[config.mk]
export PLATFORM = sky130hd
export DESIGN_NAME = dual_rx_config_bank
export DESIGN_NICKNAME = d
export VERILOG_FILES = /design/src/pkg/dual_rx_config_pkg.sv /design/src/hdl/dual_rx_config_bank.sv
export VERILOG_INCLUDE_DIRS = /design/src /design/src/pkg
export SDC_FILE = /design/constraint.sdc
export NUM_CORES = 1
export LEC_CHECK = 0
export CELL_PAD_IN_SITES_DETAIL_PLACEMENT = 1
export CELL_PAD_IN_SITES_GLOBAL_PLACEMENT = 2
export CORE_MARGIN = 2
export CORE_UTILIZATION = 41
export CTS_BUF_LIST = sky130_fd_sc_hd__clkbuf_4 sky130_fd_sc_hd__clkbuf_8 sky130_fd_sc_hd__clkbuf_16
export DETAILED_ROUTE_END_ITERATION = 10
export DONT_BUFFER_PORTS = 1
export PLACE_DENSITY = 0.81
export SYNTH_ARGS = -nofsm -noshare
export SYNTH_HDL_FRONTEND = slang
export SYNTH_SLANG_ARGS = --single-unit
[constraint.sdc]
create_clock -name clk -period 5.5 [get_ports clk]
set_input_delay 0.275 -clock clk [delete_from_list [all_inputs] [get_ports clk]]
set_output_delay 0.275 -clock clk [all_outputs]
set_load 0.03 [all_outputs]
[src/pkg/dual_rx_config_params.svh]
// register offsets, reset values and field positions of the dual configuration bank
`ifndef DUAL_RX_CONFIG_PARAMS_SVH
`define DUAL_RX_CONFIG_PARAMS_SVH
// register indices (byte address is four times the index)
`define IDX_A_ON_LOW 7'h1F
`define IDX_A_ON_HIGH 7'h20
`define IDX_A_MOD 7'h21
`define IDX_A_PLL1 7'h22
`define IDX_A_PLL2 7'h23
`define IDX_A_PLL3 7'h24
`define IDX_A_WAKE 7'h25
`define IDX_A_PAT_LOW 7'h26
`define IDX_A_PAT_HIGH 7'h27
`define IDX_A_CHIP_CNT 7'h28
`define IDX_B_ON_LOW 7'h40
`define IDX_B_ON_HIGH 7'h41
`define IDX_B_MOD 7'h42
`define IDX_B_PLL1 7'h43
`define IDX_B_PLL2 7'h44
`define IDX_B_PLL3 7'h45
`define IDX_B_WAKE 7'h46
`define IDX_B_PAT_LOW 7'h47
`define IDX_B_PAT_HIGH 7'h48
`define IDX_B_CHIP_CNT 7'h49
// distance between the two sets
`define SET_B_DISTANCE 7'h21
// own mode select register
`define IDX_MODE_SEL 7'h70
// reset values
`define RST_ON_LOW 8'h01
`define RST_ON_HIGH 8'h00
`define RST_MOD 8'h04
`define RST_PLL1 8'h29
`define RST_PLL2 8'h08
`define RST_PLL3 8'h0A
`define RST_WAKE 8'h00
`define RST_PAT 8'h00
`define RST_CHIP_CNT 8'h00
// field positions
`define ON_HIGH_MSB 5
`define MOD_CHAN_MSB 3
`define MOD_CHAN_LSB 2
`define MOD_TYPE_MSB 1
`define BAND_MSB 6
`define BAND_LSB 5
`define DIV_R_MSB 4
`define DIV_R_LSB 2
`define DIV_S_MSB 1
`define WAKE_MSB 1
`define CHIP_CNT_MSB 6
`endif

[src/pkg/dual_rx_config_pkg.sv]
// types of the dual configuration bank
package dual_rx_config_pkg;
   typedef enum logic [1:0] {MODE_SLAVE, MODE_POLL, MODE_POLL_RUN} op_mode_t;
   typedef enum logic {MOD_ASK, MOD_FSK} mod_kind_t;
   typedef enum logic [1:0] {WAKE_PATTERN, WAKE_RANDOM, WAKE_EQUAL, WAKE_SYNC} wake_crit_t;
   // one configuration set as stored
   typedef struct packed {
      logic [7:0] onLow;
      logic [7:0] onHigh;
      logic [7:0] mod;
      logic [7:0] pll1;
      logic [7:0] pll2;
      logic [7:0] pll3;
      logic [7:0] wake;
      logic [7:0] patLow;
      logic [7:0] patHigh;
      logic [7:0] chipCnt;
   } conf_set_t;
   // decoded divider of one channel
   typedef struct packed {
      logic [3:0] divR;
      logic signed [1:0] divS;
   } chan_div_t;
   // decoded settings handed to the receiver core
   typedef struct packed {
      logic [14:0] onTimePeriods;
      mod_kind_t modKind;
      logic [1:0] chanCount;
      logic [1:0] bandSelect;
      logic [1:0] prescalerA;
      chan_div_t chanDiv;
      wake_crit_t wakeCriterion;
      logic [6:0] wakeChipCount;
      logic [15:0] wakePattern;
   } rx_setting_t;
endpackage

[src/hdl/dual_rx_config_bank.sv]
// dual configuration register bank with AXI4-Lite slave and decoded outputs
// Operation
// - on-time is period times 14-bit setting
// - two-bit field picks ASK/FSK per mode
// - channel count field, slave uses channel one
// - band field picks band and prescaler A
// - divider R code zero means eight
// - divider S decodes +1,0,-1,0
// - channel one both modes, two/three polling
// - wake criterion selects detection mode
// - sync wake ignores chip count setting
// - low pattern byte holds bits 7..0
// - on-time low byte resets to one
// - high pattern byte follows low byte
// - seven-bit chip count limits detection
`include "dual_rx_config_params.svh"

// write: address and data in either order, answered two edges after both
// read: answered one edge after the address; bank registers read as zero
// only byte lane 0 carries data; protection bits are ignored
module dual_rx_config_bank
   import dual_rx_config_pkg::*;
#(
   parameter int ADDR_W = 9
) (
   input wire logic clk,
   input wire logic rst_n,
   // write address channel
   input wire logic [ADDR_W-1:0] s_axi_awaddr,
   input wire logic [2:0] s_axi_awprot,
   input wire logic s_axi_awvalid,
   output logic s_axi_awready,
   // write data channel
   input wire logic [31:0] s_axi_wdata,
   input wire logic [3:0] s_axi_wstrb,
   input wire logic s_axi_wvalid,
   output logic s_axi_wready,
   // write response channel
   output logic [1:0] s_axi_bresp,
   output logic s_axi_bvalid,
   input wire logic s_axi_bready,
   // read address channel
   input wire logic [ADDR_W-1:0] s_axi_araddr,
   input wire logic [2:0] s_axi_arprot,
   input wire logic s_axi_arvalid,
   output logic s_axi_arready,
   // read data channel
   output logic [31:0] s_axi_rdata,
   output logic [1:0] s_axi_rresp,
   output logic s_axi_rvalid,
   input wire logic s_axi_rready,
   // decoded settings of the active set
   output rx_setting_t setting,
   // current operating mode and active set, read back over the bus
   output logic [1:0] activeMode,
   output logic activeSetB
);
   // response codes of the write and read channels
   localparam logic [1:0] RESP_OKAY = 2'h0; // access decoded
   localparam logic [1:0] RESP_SLVERR = 2'h2; // unmapped index

   // stored sets and own mode register
   conf_set_t setA; // configuration set A
   conf_set_t setB; // configuration set B
   logic [2:0] modeSel; // own register: mode in 1:0, set in 2

   // write path state
   logic awHeld; // write address latched
   logic wHeld; // write data latched
   logic [6:0] awIdx; // latched word index
   logic [31:0] wData; // latched write data
   logic wLane0; // latched strobe of byte lane 0
   logic [6:0] next_idx; // word index from latched address
   logic doWrite; // both halves present and no response pending
   logic hitA; // index falls in set A
   logic hitB; // index falls in set B
   logic hitMode; // index is the mode register

   // address and data may arrive in either order
   // a pending response blocks both halves
   assign s_axi_awready = !awHeld && !s_axi_bvalid;
   assign s_axi_wready = !wHeld && !s_axi_bvalid;
   assign doWrite = awHeld && wHeld && !s_axi_bvalid;
   // index of the pending write
   assign next_idx = awIdx;

   // own mode register decode; set hits come from the set stores
   assign hitMode = (next_idx == `IDX_MODE_SEL);

   // latch write address
   always_ff @(posedge clk) begin
      if (!rst_n) begin
         // nothing held after reset
         awHeld <= 1'b0;
         awIdx <= 7'h00;
      end else if (s_axi_awvalid && s_axi_awready) begin
         // keep the word index, byte offset dropped
         awHeld <= 1'b1;
         awIdx <= s_axi_awaddr[8:2];
      end else if (doWrite) begin
         // released once the write is applied
         awHeld <= 1'b0;
      end
   end

   // latch write data
   always_ff @(posedge clk) begin
      if (!rst_n) begin
         // no data held after reset
         wHeld <= 1'b0;
         wData <= 32'h0000_0000;
         wLane0 <= 1'b0;
      end else if (s_axi_wvalid && s_axi_wready) begin
         // keep data and the lane 0 strobe
         wHeld <= 1'b1;
         wData <= s_axi_wdata;
         wLane0 <= s_axi_wstrb[0];
      end else if (doWrite) begin
         // released once the write is applied
         wHeld <= 1'b0;
      end
   end

   // write response, error for unmapped index
   always_ff @(posedge clk) begin
      if (!rst_n) begin
         // no answer pending after reset
         s_axi_bvalid <= 1'b0;
         s_axi_bresp <= RESP_OKAY;
      end else if (doWrite) begin
         // answer the applied write
         s_axi_bvalid <= 1'b1;
         s_axi_bresp <= (hitA || hitB || hitMode) ? RESP_OKAY : RESP_SLVERR;
      end else if (s_axi_bready) begin
         // answer taken by the master
         s_axi_bvalid <= 1'b0;
      end
   end

   // set A storage, touched only by set A indices
   conf_set_store #(
      .FIRST_IDX(`IDX_A_ON_LOW)
   ) u_set_a (
      .clk(clk),
      .rst_n(rst_n),
      .wrEn(doWrite),
      .wrIdx(next_idx),
      .wrByte(wData[7:0]),
      .wrLane(wLane0),
      .hit(hitA),
      .regs(setA)
   );

   // set B storage, same layout placed a fixed distance above set A
   conf_set_store #(
      .FIRST_IDX(`IDX_A_ON_LOW + `SET_B_DISTANCE)
   ) u_set_b (
      .clk(clk),
      .rst_n(rst_n),
      .wrEn(doWrite),
      .wrIdx(next_idx),
      .wrByte(wData[7:0]),
      .wrLane(wLane0),
      .hit(hitB),
      .regs(setB)
   );

   // mode and set selector
   always_ff @(posedge clk) begin
      if (!rst_n) begin
         // slave mode on set A after reset
         modeSel <= 3'h0;
      end else if (doWrite && hitMode && wLane0) begin
         // mode in bits 1:0, set in bit 2
         modeSel <= wData[2:0];
      end
   end

   // read channel: bank reads zero, mode register reads back
   // one read at a time: no new address while data waits
   assign s_axi_arready = !s_axi_rvalid;
   always_ff @(posedge clk) begin
      if (!rst_n) begin
         // no data pending after reset
         s_axi_rvalid <= 1'b0;
         s_axi_rdata <= 32'h0000_0000;
         s_axi_rresp <= RESP_OKAY;
      end else if (s_axi_arvalid && s_axi_arready) begin
         // answer on the next edge
         s_axi_rvalid <= 1'b1;
         s_axi_rresp <= RESP_OKAY;
         if (s_axi_araddr[8:2] == `IDX_MODE_SEL) begin
            s_axi_rdata <= {29'h0000_0000, activeSetB, activeMode};
         end else begin
            s_axi_rdata <= 32'h0000_0000;
         end
      end else if (s_axi_rready) begin
         // data taken by the master
         s_axi_rvalid <= 1'b0;
      end
   end

   // decode of the active set
   conf_set_t cur; // selected set
   logic [1:0] chanPick; // channel in use
   logic [7:0] pllReg; // pll register of that channel
   op_mode_t mode; // decoded operating mode
   always_comb begin
      // set chosen by bit 2 of the mode register
      cur = modeSel[2] ? setB : setA;
      unique case (modeSel[1:0])
         2'h1: mode = MODE_POLL;
         2'h2: mode = MODE_POLL_RUN;
         // code 3 falls back to slave
         default: mode = MODE_SLAVE;
      endcase
      // slave mode always runs channel one
      if (mode == MODE_SLAVE) begin
         chanPick = 2'h0;
      end else begin
         chanPick = cur.mod[`MOD_CHAN_MSB:`MOD_CHAN_LSB];
      end
      unique case (chanPick)
         2'h2: pllReg = cur.pll3;
         2'h1: pllReg = cur.pll2;
         // channel code 3 also runs channel one
         default: pllReg = cur.pll1;
      endcase
   end

   // decoded outputs, registered
   always_ff @(posedge clk) begin
      if (!rst_n) begin
         // outputs zero while in reset
         setting <= '0;
         activeMode <= 2'h0;
         activeSetB <= 1'b0;
      end else begin
         // mode and set copy for readback
         activeMode <= modeSel[1:0];
         activeSetB <= modeSel[2];
         // all-zero setting means 16384 periods
         if ({cur.onHigh[`ON_HIGH_MSB:0], cur.onLow} == 14'h0000) begin
            setting.onTimePeriods <= 15'h4000;
         end else begin
            // otherwise the plain fourteen-bit setting
            setting.onTimePeriods <= {1'b0, cur.onHigh[`ON_HIGH_MSB:0], cur.onLow};
         end
         // modulation per mode
         unique case (cur.mod[`MOD_TYPE_MSB:0])
            2'h0: setting.modKind <= MOD_ASK;
            2'h1: setting.modKind <= MOD_FSK;
            2'h2: setting.modKind <= (mode == MODE_POLL) ? MOD_FSK : MOD_ASK;
            default: setting.modKind <= (mode == MODE_POLL) ? MOD_ASK : MOD_FSK;
         endcase
         // channel count passed raw
         setting.chanCount <= cur.mod[`MOD_CHAN_MSB:`MOD_CHAN_LSB];
         // band always from the channel one register
         setting.bandSelect <= cur.pll1[`BAND_MSB:`BAND_LSB];
         unique case (cur.pll1[`BAND_MSB:`BAND_LSB])
            2'h0: setting.prescalerA <= 2'h3;
            2'h1: setting.prescalerA <= 2'h2;
            2'h2: setting.prescalerA <= 2'h1;
            default: setting.prescalerA <= 2'h0; // undefined band code
         endcase
         // divider R, code zero is eight
         if (pllReg[`DIV_R_MSB:`DIV_R_LSB] == 3'h0) begin
            setting.chanDiv.divR <= 4'h8;
         end else begin
            // codes one to seven stand for themselves
            setting.chanDiv.divR <= {1'b0, pllReg[`DIV_R_MSB:`DIV_R_LSB]};
         end
         // divider S: plus one, zero, minus one, zero
         unique case (pllReg[`DIV_S_MSB:0])
            2'h0: setting.chanDiv.divS <= 2'sh1;
            2'h2: setting.chanDiv.divS <= -2'sh1;
            default: setting.chanDiv.divS <= 2'sh0;
         endcase
         // wake criterion code passes straight through
         setting.wakeCriterion <= wake_crit_t'(cur.wake[`WAKE_MSB:0]);
         // chip count unused in sync wake mode
         if (cur.wake[`WAKE_MSB:0] == 2'h3) begin
            setting.wakeChipCount <= 7'h00;
         end else begin
            // otherwise the seven-bit count passes
            setting.wakeChipCount <= cur.chipCnt[`CHIP_CNT_MSB:0];
         end
         // pattern counted in chips, high byte on top
         setting.wakePattern <= {cur.patHigh, cur.patLow};
      end
   end
endmodule

// one configuration set: index decode and byte-wide storage
module conf_set_store
   import dual_rx_config_pkg::*;
#(
   parameter logic [6:0] FIRST_IDX = `IDX_A_ON_LOW
) (
   input wire logic clk,
   input wire logic rst_n,
   // both write halves present, no response pending
   input wire logic wrEn,
   // word index of the pending write
   input wire logic [6:0] wrIdx,
   // byte to store, lane 0 only
   input wire logic [7:0] wrByte,
   // strobe of byte lane 0
   input wire logic wrLane,
   // index falls inside this set
   output logic hit,
   // stored registers of this set
   output conf_set_t regs
);
   localparam logic [6:0] LAST_IDX = FIRST_IDX + 7'h09; // chip count is the tenth register
   localparam logic [3:0] TOP_SLOT = 4'h9; // lane of the highest struct byte

   logic [6:0] offs; // index relative to the first register
   logic [3:0] slot; // register position inside the set
   logic [3:0] lane; // byte lane inside the packed struct

   // position decode; out-of-range indices never store
   always_comb begin
      offs = wrIdx - FIRST_IDX;
      hit = (wrIdx >= FIRST_IDX) && (wrIdx <= LAST_IDX);
      slot = offs[3:0];
      // first register sits in the top byte of the struct
      lane = TOP_SLOT - slot;
   end

   // storage, each register back to its own reset value
   always_ff @(posedge clk) begin
      if (!rst_n) begin
         regs <= {`RST_ON_LOW, `RST_ON_HIGH, `RST_MOD, `RST_PLL1, `RST_PLL2,
                  `RST_PLL3, `RST_WAKE, `RST_PAT, `RST_PAT, `RST_CHIP_CNT};
      end else if (wrEn && hit && wrLane) begin
         // other set and other registers keep their bytes
         regs[lane * 8 +: 8] <= wrByte;
      end
   end
endmodule

==> run metrics <==
status=finished clean; setup TNS=0 ns; vias in the first global route=6655; Gate Count Post-Synth=978; H-tree depth=1; DRC=0; Hold Fails Final Rpt=0; RSZ-0062 raised after global routing=no; relative slew slack=0.2015; register area=4068 um^2; First-pass DRT Iterations=4; post-CTS sizing=0; HP Start=rst_n; DRT iter0 DRCs=319; DRT Wirelength=24520 um; Async S/R FF share, synth=0; per-cell routed wire length=19.46 um; clk_lat worst skew=0.52 ns; reg2reg end=u_set_a.regs[65]$_SDFFE_PN0P_; Peak Freq=292.0 MHz; Critical Path Sink Type=flip-flop; Area Growth Syn to Fin=12.62%; Period minus WS final=3.424 ns; row count=53; Total Routing Usage GR=0.2179; CTS Buffer Depth=3; EDFF count, synth=0; Most used DFF post-synth=dfxtp_1; setup bufs post-CTS=0; number of max-cap violations=0; Inst Count DP=1197; layout cells sized above 1=0.08020; # IOs=164; CTS Sinks=203; Yosys cell types=64; Worst-path clk slew=0.06 ns; synth warn=0; Cell Area, Synth=8781 um^2; core area=21020 um^2; Post-DRT Antenna Nets=0; Worst Hold Depth=2; first-pass GRT wire length=38410 um; register-to-register setup slack=2.08 ns; initial antenna violation count=0; pwr dens=355.9 nW/um^2; Chip Height=150.3 um; average size of a mapped cell=8.978 um^2; crit path DAT=3.86 ns; critical setup path kind=flip-flop to flip-flop; Final WS setup=2.076 ns; CP max-delay cell=or4_1; via count=6842; diodes inserted=0; worst slew pin tran=1.192 ns; CTS buffer count=24; Yosys reg bits=203; Port Buf Inserts=0; Layout Nets=1051; hold endpoint=u_set_a.regs[11]$_SDFFE_PN0P_; Die X=150.3 um; CP Launch Type=flip-flop; GP Congestion=0.8831; CP max FO=22; pre-CTS setup slack=2.091 ns; DP Wirelength=16630 um; initial cell density of the core=0.4177; FF-to-FF Start=awIdx[1]$_SDFFE_PN0P_; CTS tree=done; gr ovfl total=0; clk_skew=0.01120 ns; final cell count without fillers=1260; Fillers=2405; die area=22600 um^2; Critical Path RT=5.94 ns; Peak VDD IR=0.2021 mV; CP Cell Sequence=inv_1, ha_1, buf_4, or2_2, nor2_1, ha_1, inv_1, or3_1, o21a_1, or4_1, a21oi_1; sequential area share after synthesis=0.4628; largest net degree at the start of global routing=123; Slew Viols, Final=0; Hold Crit Class=input port to flip-flop; part of the cycle the worst path needs=0.6226; Multi-input gate area=4262 um^2; root buffer cell=clkbuf_16; Vias/cell=5.430; Setup-failing EPs final=0; R2R depth=11; Lkg Pwr=3.521 nW; slowest stage delay, CP=0.62 ns
-- layer usage --
layer	routed length [um]	up-vias	GRT usage
met4	595	0	0.06085
met3	1076	32	0.02667
met5	0	-	0
met1	11200	3326	0.2931
met2	11650	148	0.3680
li1	-	3336	-
-- cells by family after synthesis --
family / share of synthesized area
adder cells (fa/ha/maj): 0.02280
XOR/XNOR: 0.005986
other: 0.0004271
buffers and inverters: 0.06512
AO/OA/AOI/OAI: 0.1016
flip-flops: 0.4628
multiplexers: 0.1184
AND/OR/NAND/NOR: 0.2229
-- registers in the layout (all words and copies together) (netlist names) --
name	flops
s_axi_bresp	1
s_axi_rdata	3
setting	53
activeMode	2
s_axi_rvalid	1
activeSetB	1
u_set_b.regs	60
modeSel	3
awIdx	7
wLane0	1
awHeld	1
u_set_a.regs	60
wHeld	1
wData	8
s_axi_bvalid	1
-- worst max-delay path: cells and delay by family, from the launching register on --
kind | cells | cell delay [ns]
AND/OR/NAND/NOR | 4 | 1.41
adder cells (fa/ha/maj) | 2 | 0.50
AO/OA/AOI/OAI | 2 | 0.55
buffers and inverters | 3 | 0.45
flip-flops | 1 | 0.43
-- synthesized netlist by cell type, types with 4 or more instances --
master | n | area, um^2
a22oi_1 | 6 | 45.04
nor3_1 | 13 | 65.06
nand2_1 | 113 | 424.2
a221oi_1 | 5 | 43.79
a21oi_1 | 35 | 175.2
or4_1 | 11 | 82.58
o31ai_1 | 6 | 45.04
or3_1 | 9 | 56.30
and3_1 | 5 | 31.28
o2111ai_1 | 4 | 35.03
o21ai_1 | 5 | 25.02
buf_1 | 6 | 22.52
mux2_2 | 7 | 78.83
clkbuf_1 | 42 | 157.7
ha_1 | 16 | 200.2
buf_4 | 32 | 240.2
nand4_1 | 14 | 87.58
nor2b_1 | 4 | 25.02
o311ai_0 | 4 | 35.03
o21a_1 | 4 | 30.03
buf_2 | 13 | 65.06
dfxtp_1 | 203 | 4064
nand3_1 | 80 | 400.4
mux2i_1 | 96 | 960.9
o21ai_0 | 54 | 270.3
inv_1 | 16 | 60.06
nor2_1 | 92 | 345.3
and2_1 | 16 | 100.1
nor4_1 | 4 | 25.02
nand2b_1 | 8 | 50.05
o211ai_1 | 6 | 45.04
-- power breakdown --
group / internal [W] / switching, W
Clock: 0.00108 / 0.000640
Sequential: 0.00148 / 0.0000340
Combinational: 0.0000674 / 0.000213
Total: 0.00263 / 0.000887
-- stage by stage --
step                  util  hold slack, ns  total power, W  area, um^2
floorplan                -          0.3751        0.001758        8897
global placement    0.4185          0.3578        0.001799        8797
detailed placement  0.4185          0.3641        0.001801        8797
CTS                 0.4704         0.02006        0.003557        9889
global route        0.4704         0.02046        0.003641        9889
finish              0.4704         0.05222        0.003519        9889
-- worst max-delay path by stage --
| stage | start | end | slack, ns | cells past startpoint |
|---|---|---|---|---|
| after floorplan | awIdx[0]$_SDFFE_PN0P_ | u_set_a.regs[67]$_SDFFE_PN0P_ | 2.10 | 13 |
| after global routing | awIdx[1]$_SDFFE_PN0P_ | u_set_a.regs[65]$_SDFFE_PN0P_ | 1.86 | 11 |
| final | awIdx[1]$_SDFFE_PN0P_ | u_set_a.regs[65]$_SDFFE_PN0P_ | 2.08 | 11 |
| after detailed placement | awIdx[1]$_SDFFE_PN0P_ | u_set_a.regs[65]$_SDFFE_PN0P_ | 2.09 | 11 |
| after global placement | awIdx[1]$_SDFFE_PN0P_ | u_set_a.regs[66]$_SDFFE_PN0P_ | 2.18 | 11 |
| after CTS | awIdx[1]$_SDFFE_PN0P_ | u_set_a.regs[65]$_SDFFE_PN0P_ | 2.06 | 11 |
-- cells in the final DEF, fill, tap and decap left out, types with 6 or more instances in the layout --
cell | synthesis | routed
o211ai_1 | 6 | 6
nor3_1 | 13 | 13
mux2i_1 | 96 | 96
o21ai_0 | 54 | 54
a22oi_1 | 6 | 6
clkbuf_8 | 0 | 6
or3_1 | 9 | 9
nand4_1 | 14 | 14
nand3_1 | 80 | 80
or4_1 | 11 | 11
and2_1 | 16 | 16
nand2_1 | 113 | 113
conb_1 | 1 | 32
nand2b_1 | 8 | 8
a21oi_1 | 35 | 35
nor2_1 | 92 | 92
clkbuf_16 | 0 | 24
dlygate4sd3_1 | 0 | 19
ha_1 | 16 | 16
mux2_2 | 7 | 7
inv_1 | 16 | 16
dfxtp_1 | 203 | 202
buf_4 | 32 | 8
o31ai_1 | 6 | 6
-- final cells by class --
class,instances,share of cell area
tap,275,0.03479
sequential,203,0.4113
inverter,17,0.006452
timing repair buffer,28,0.02809
clock buffer,32,0.07060
multi-input combinational,694,0.4309
clock inverter,11,0.01784
-- timing repair --
action	4_1_cts	5_1_grt
endpoints found under the hold margin	127	0
hold buffers	20	0
endpoints found under the setup margin	0	0
Note: power is estimated with default switching activity, not from simulation.
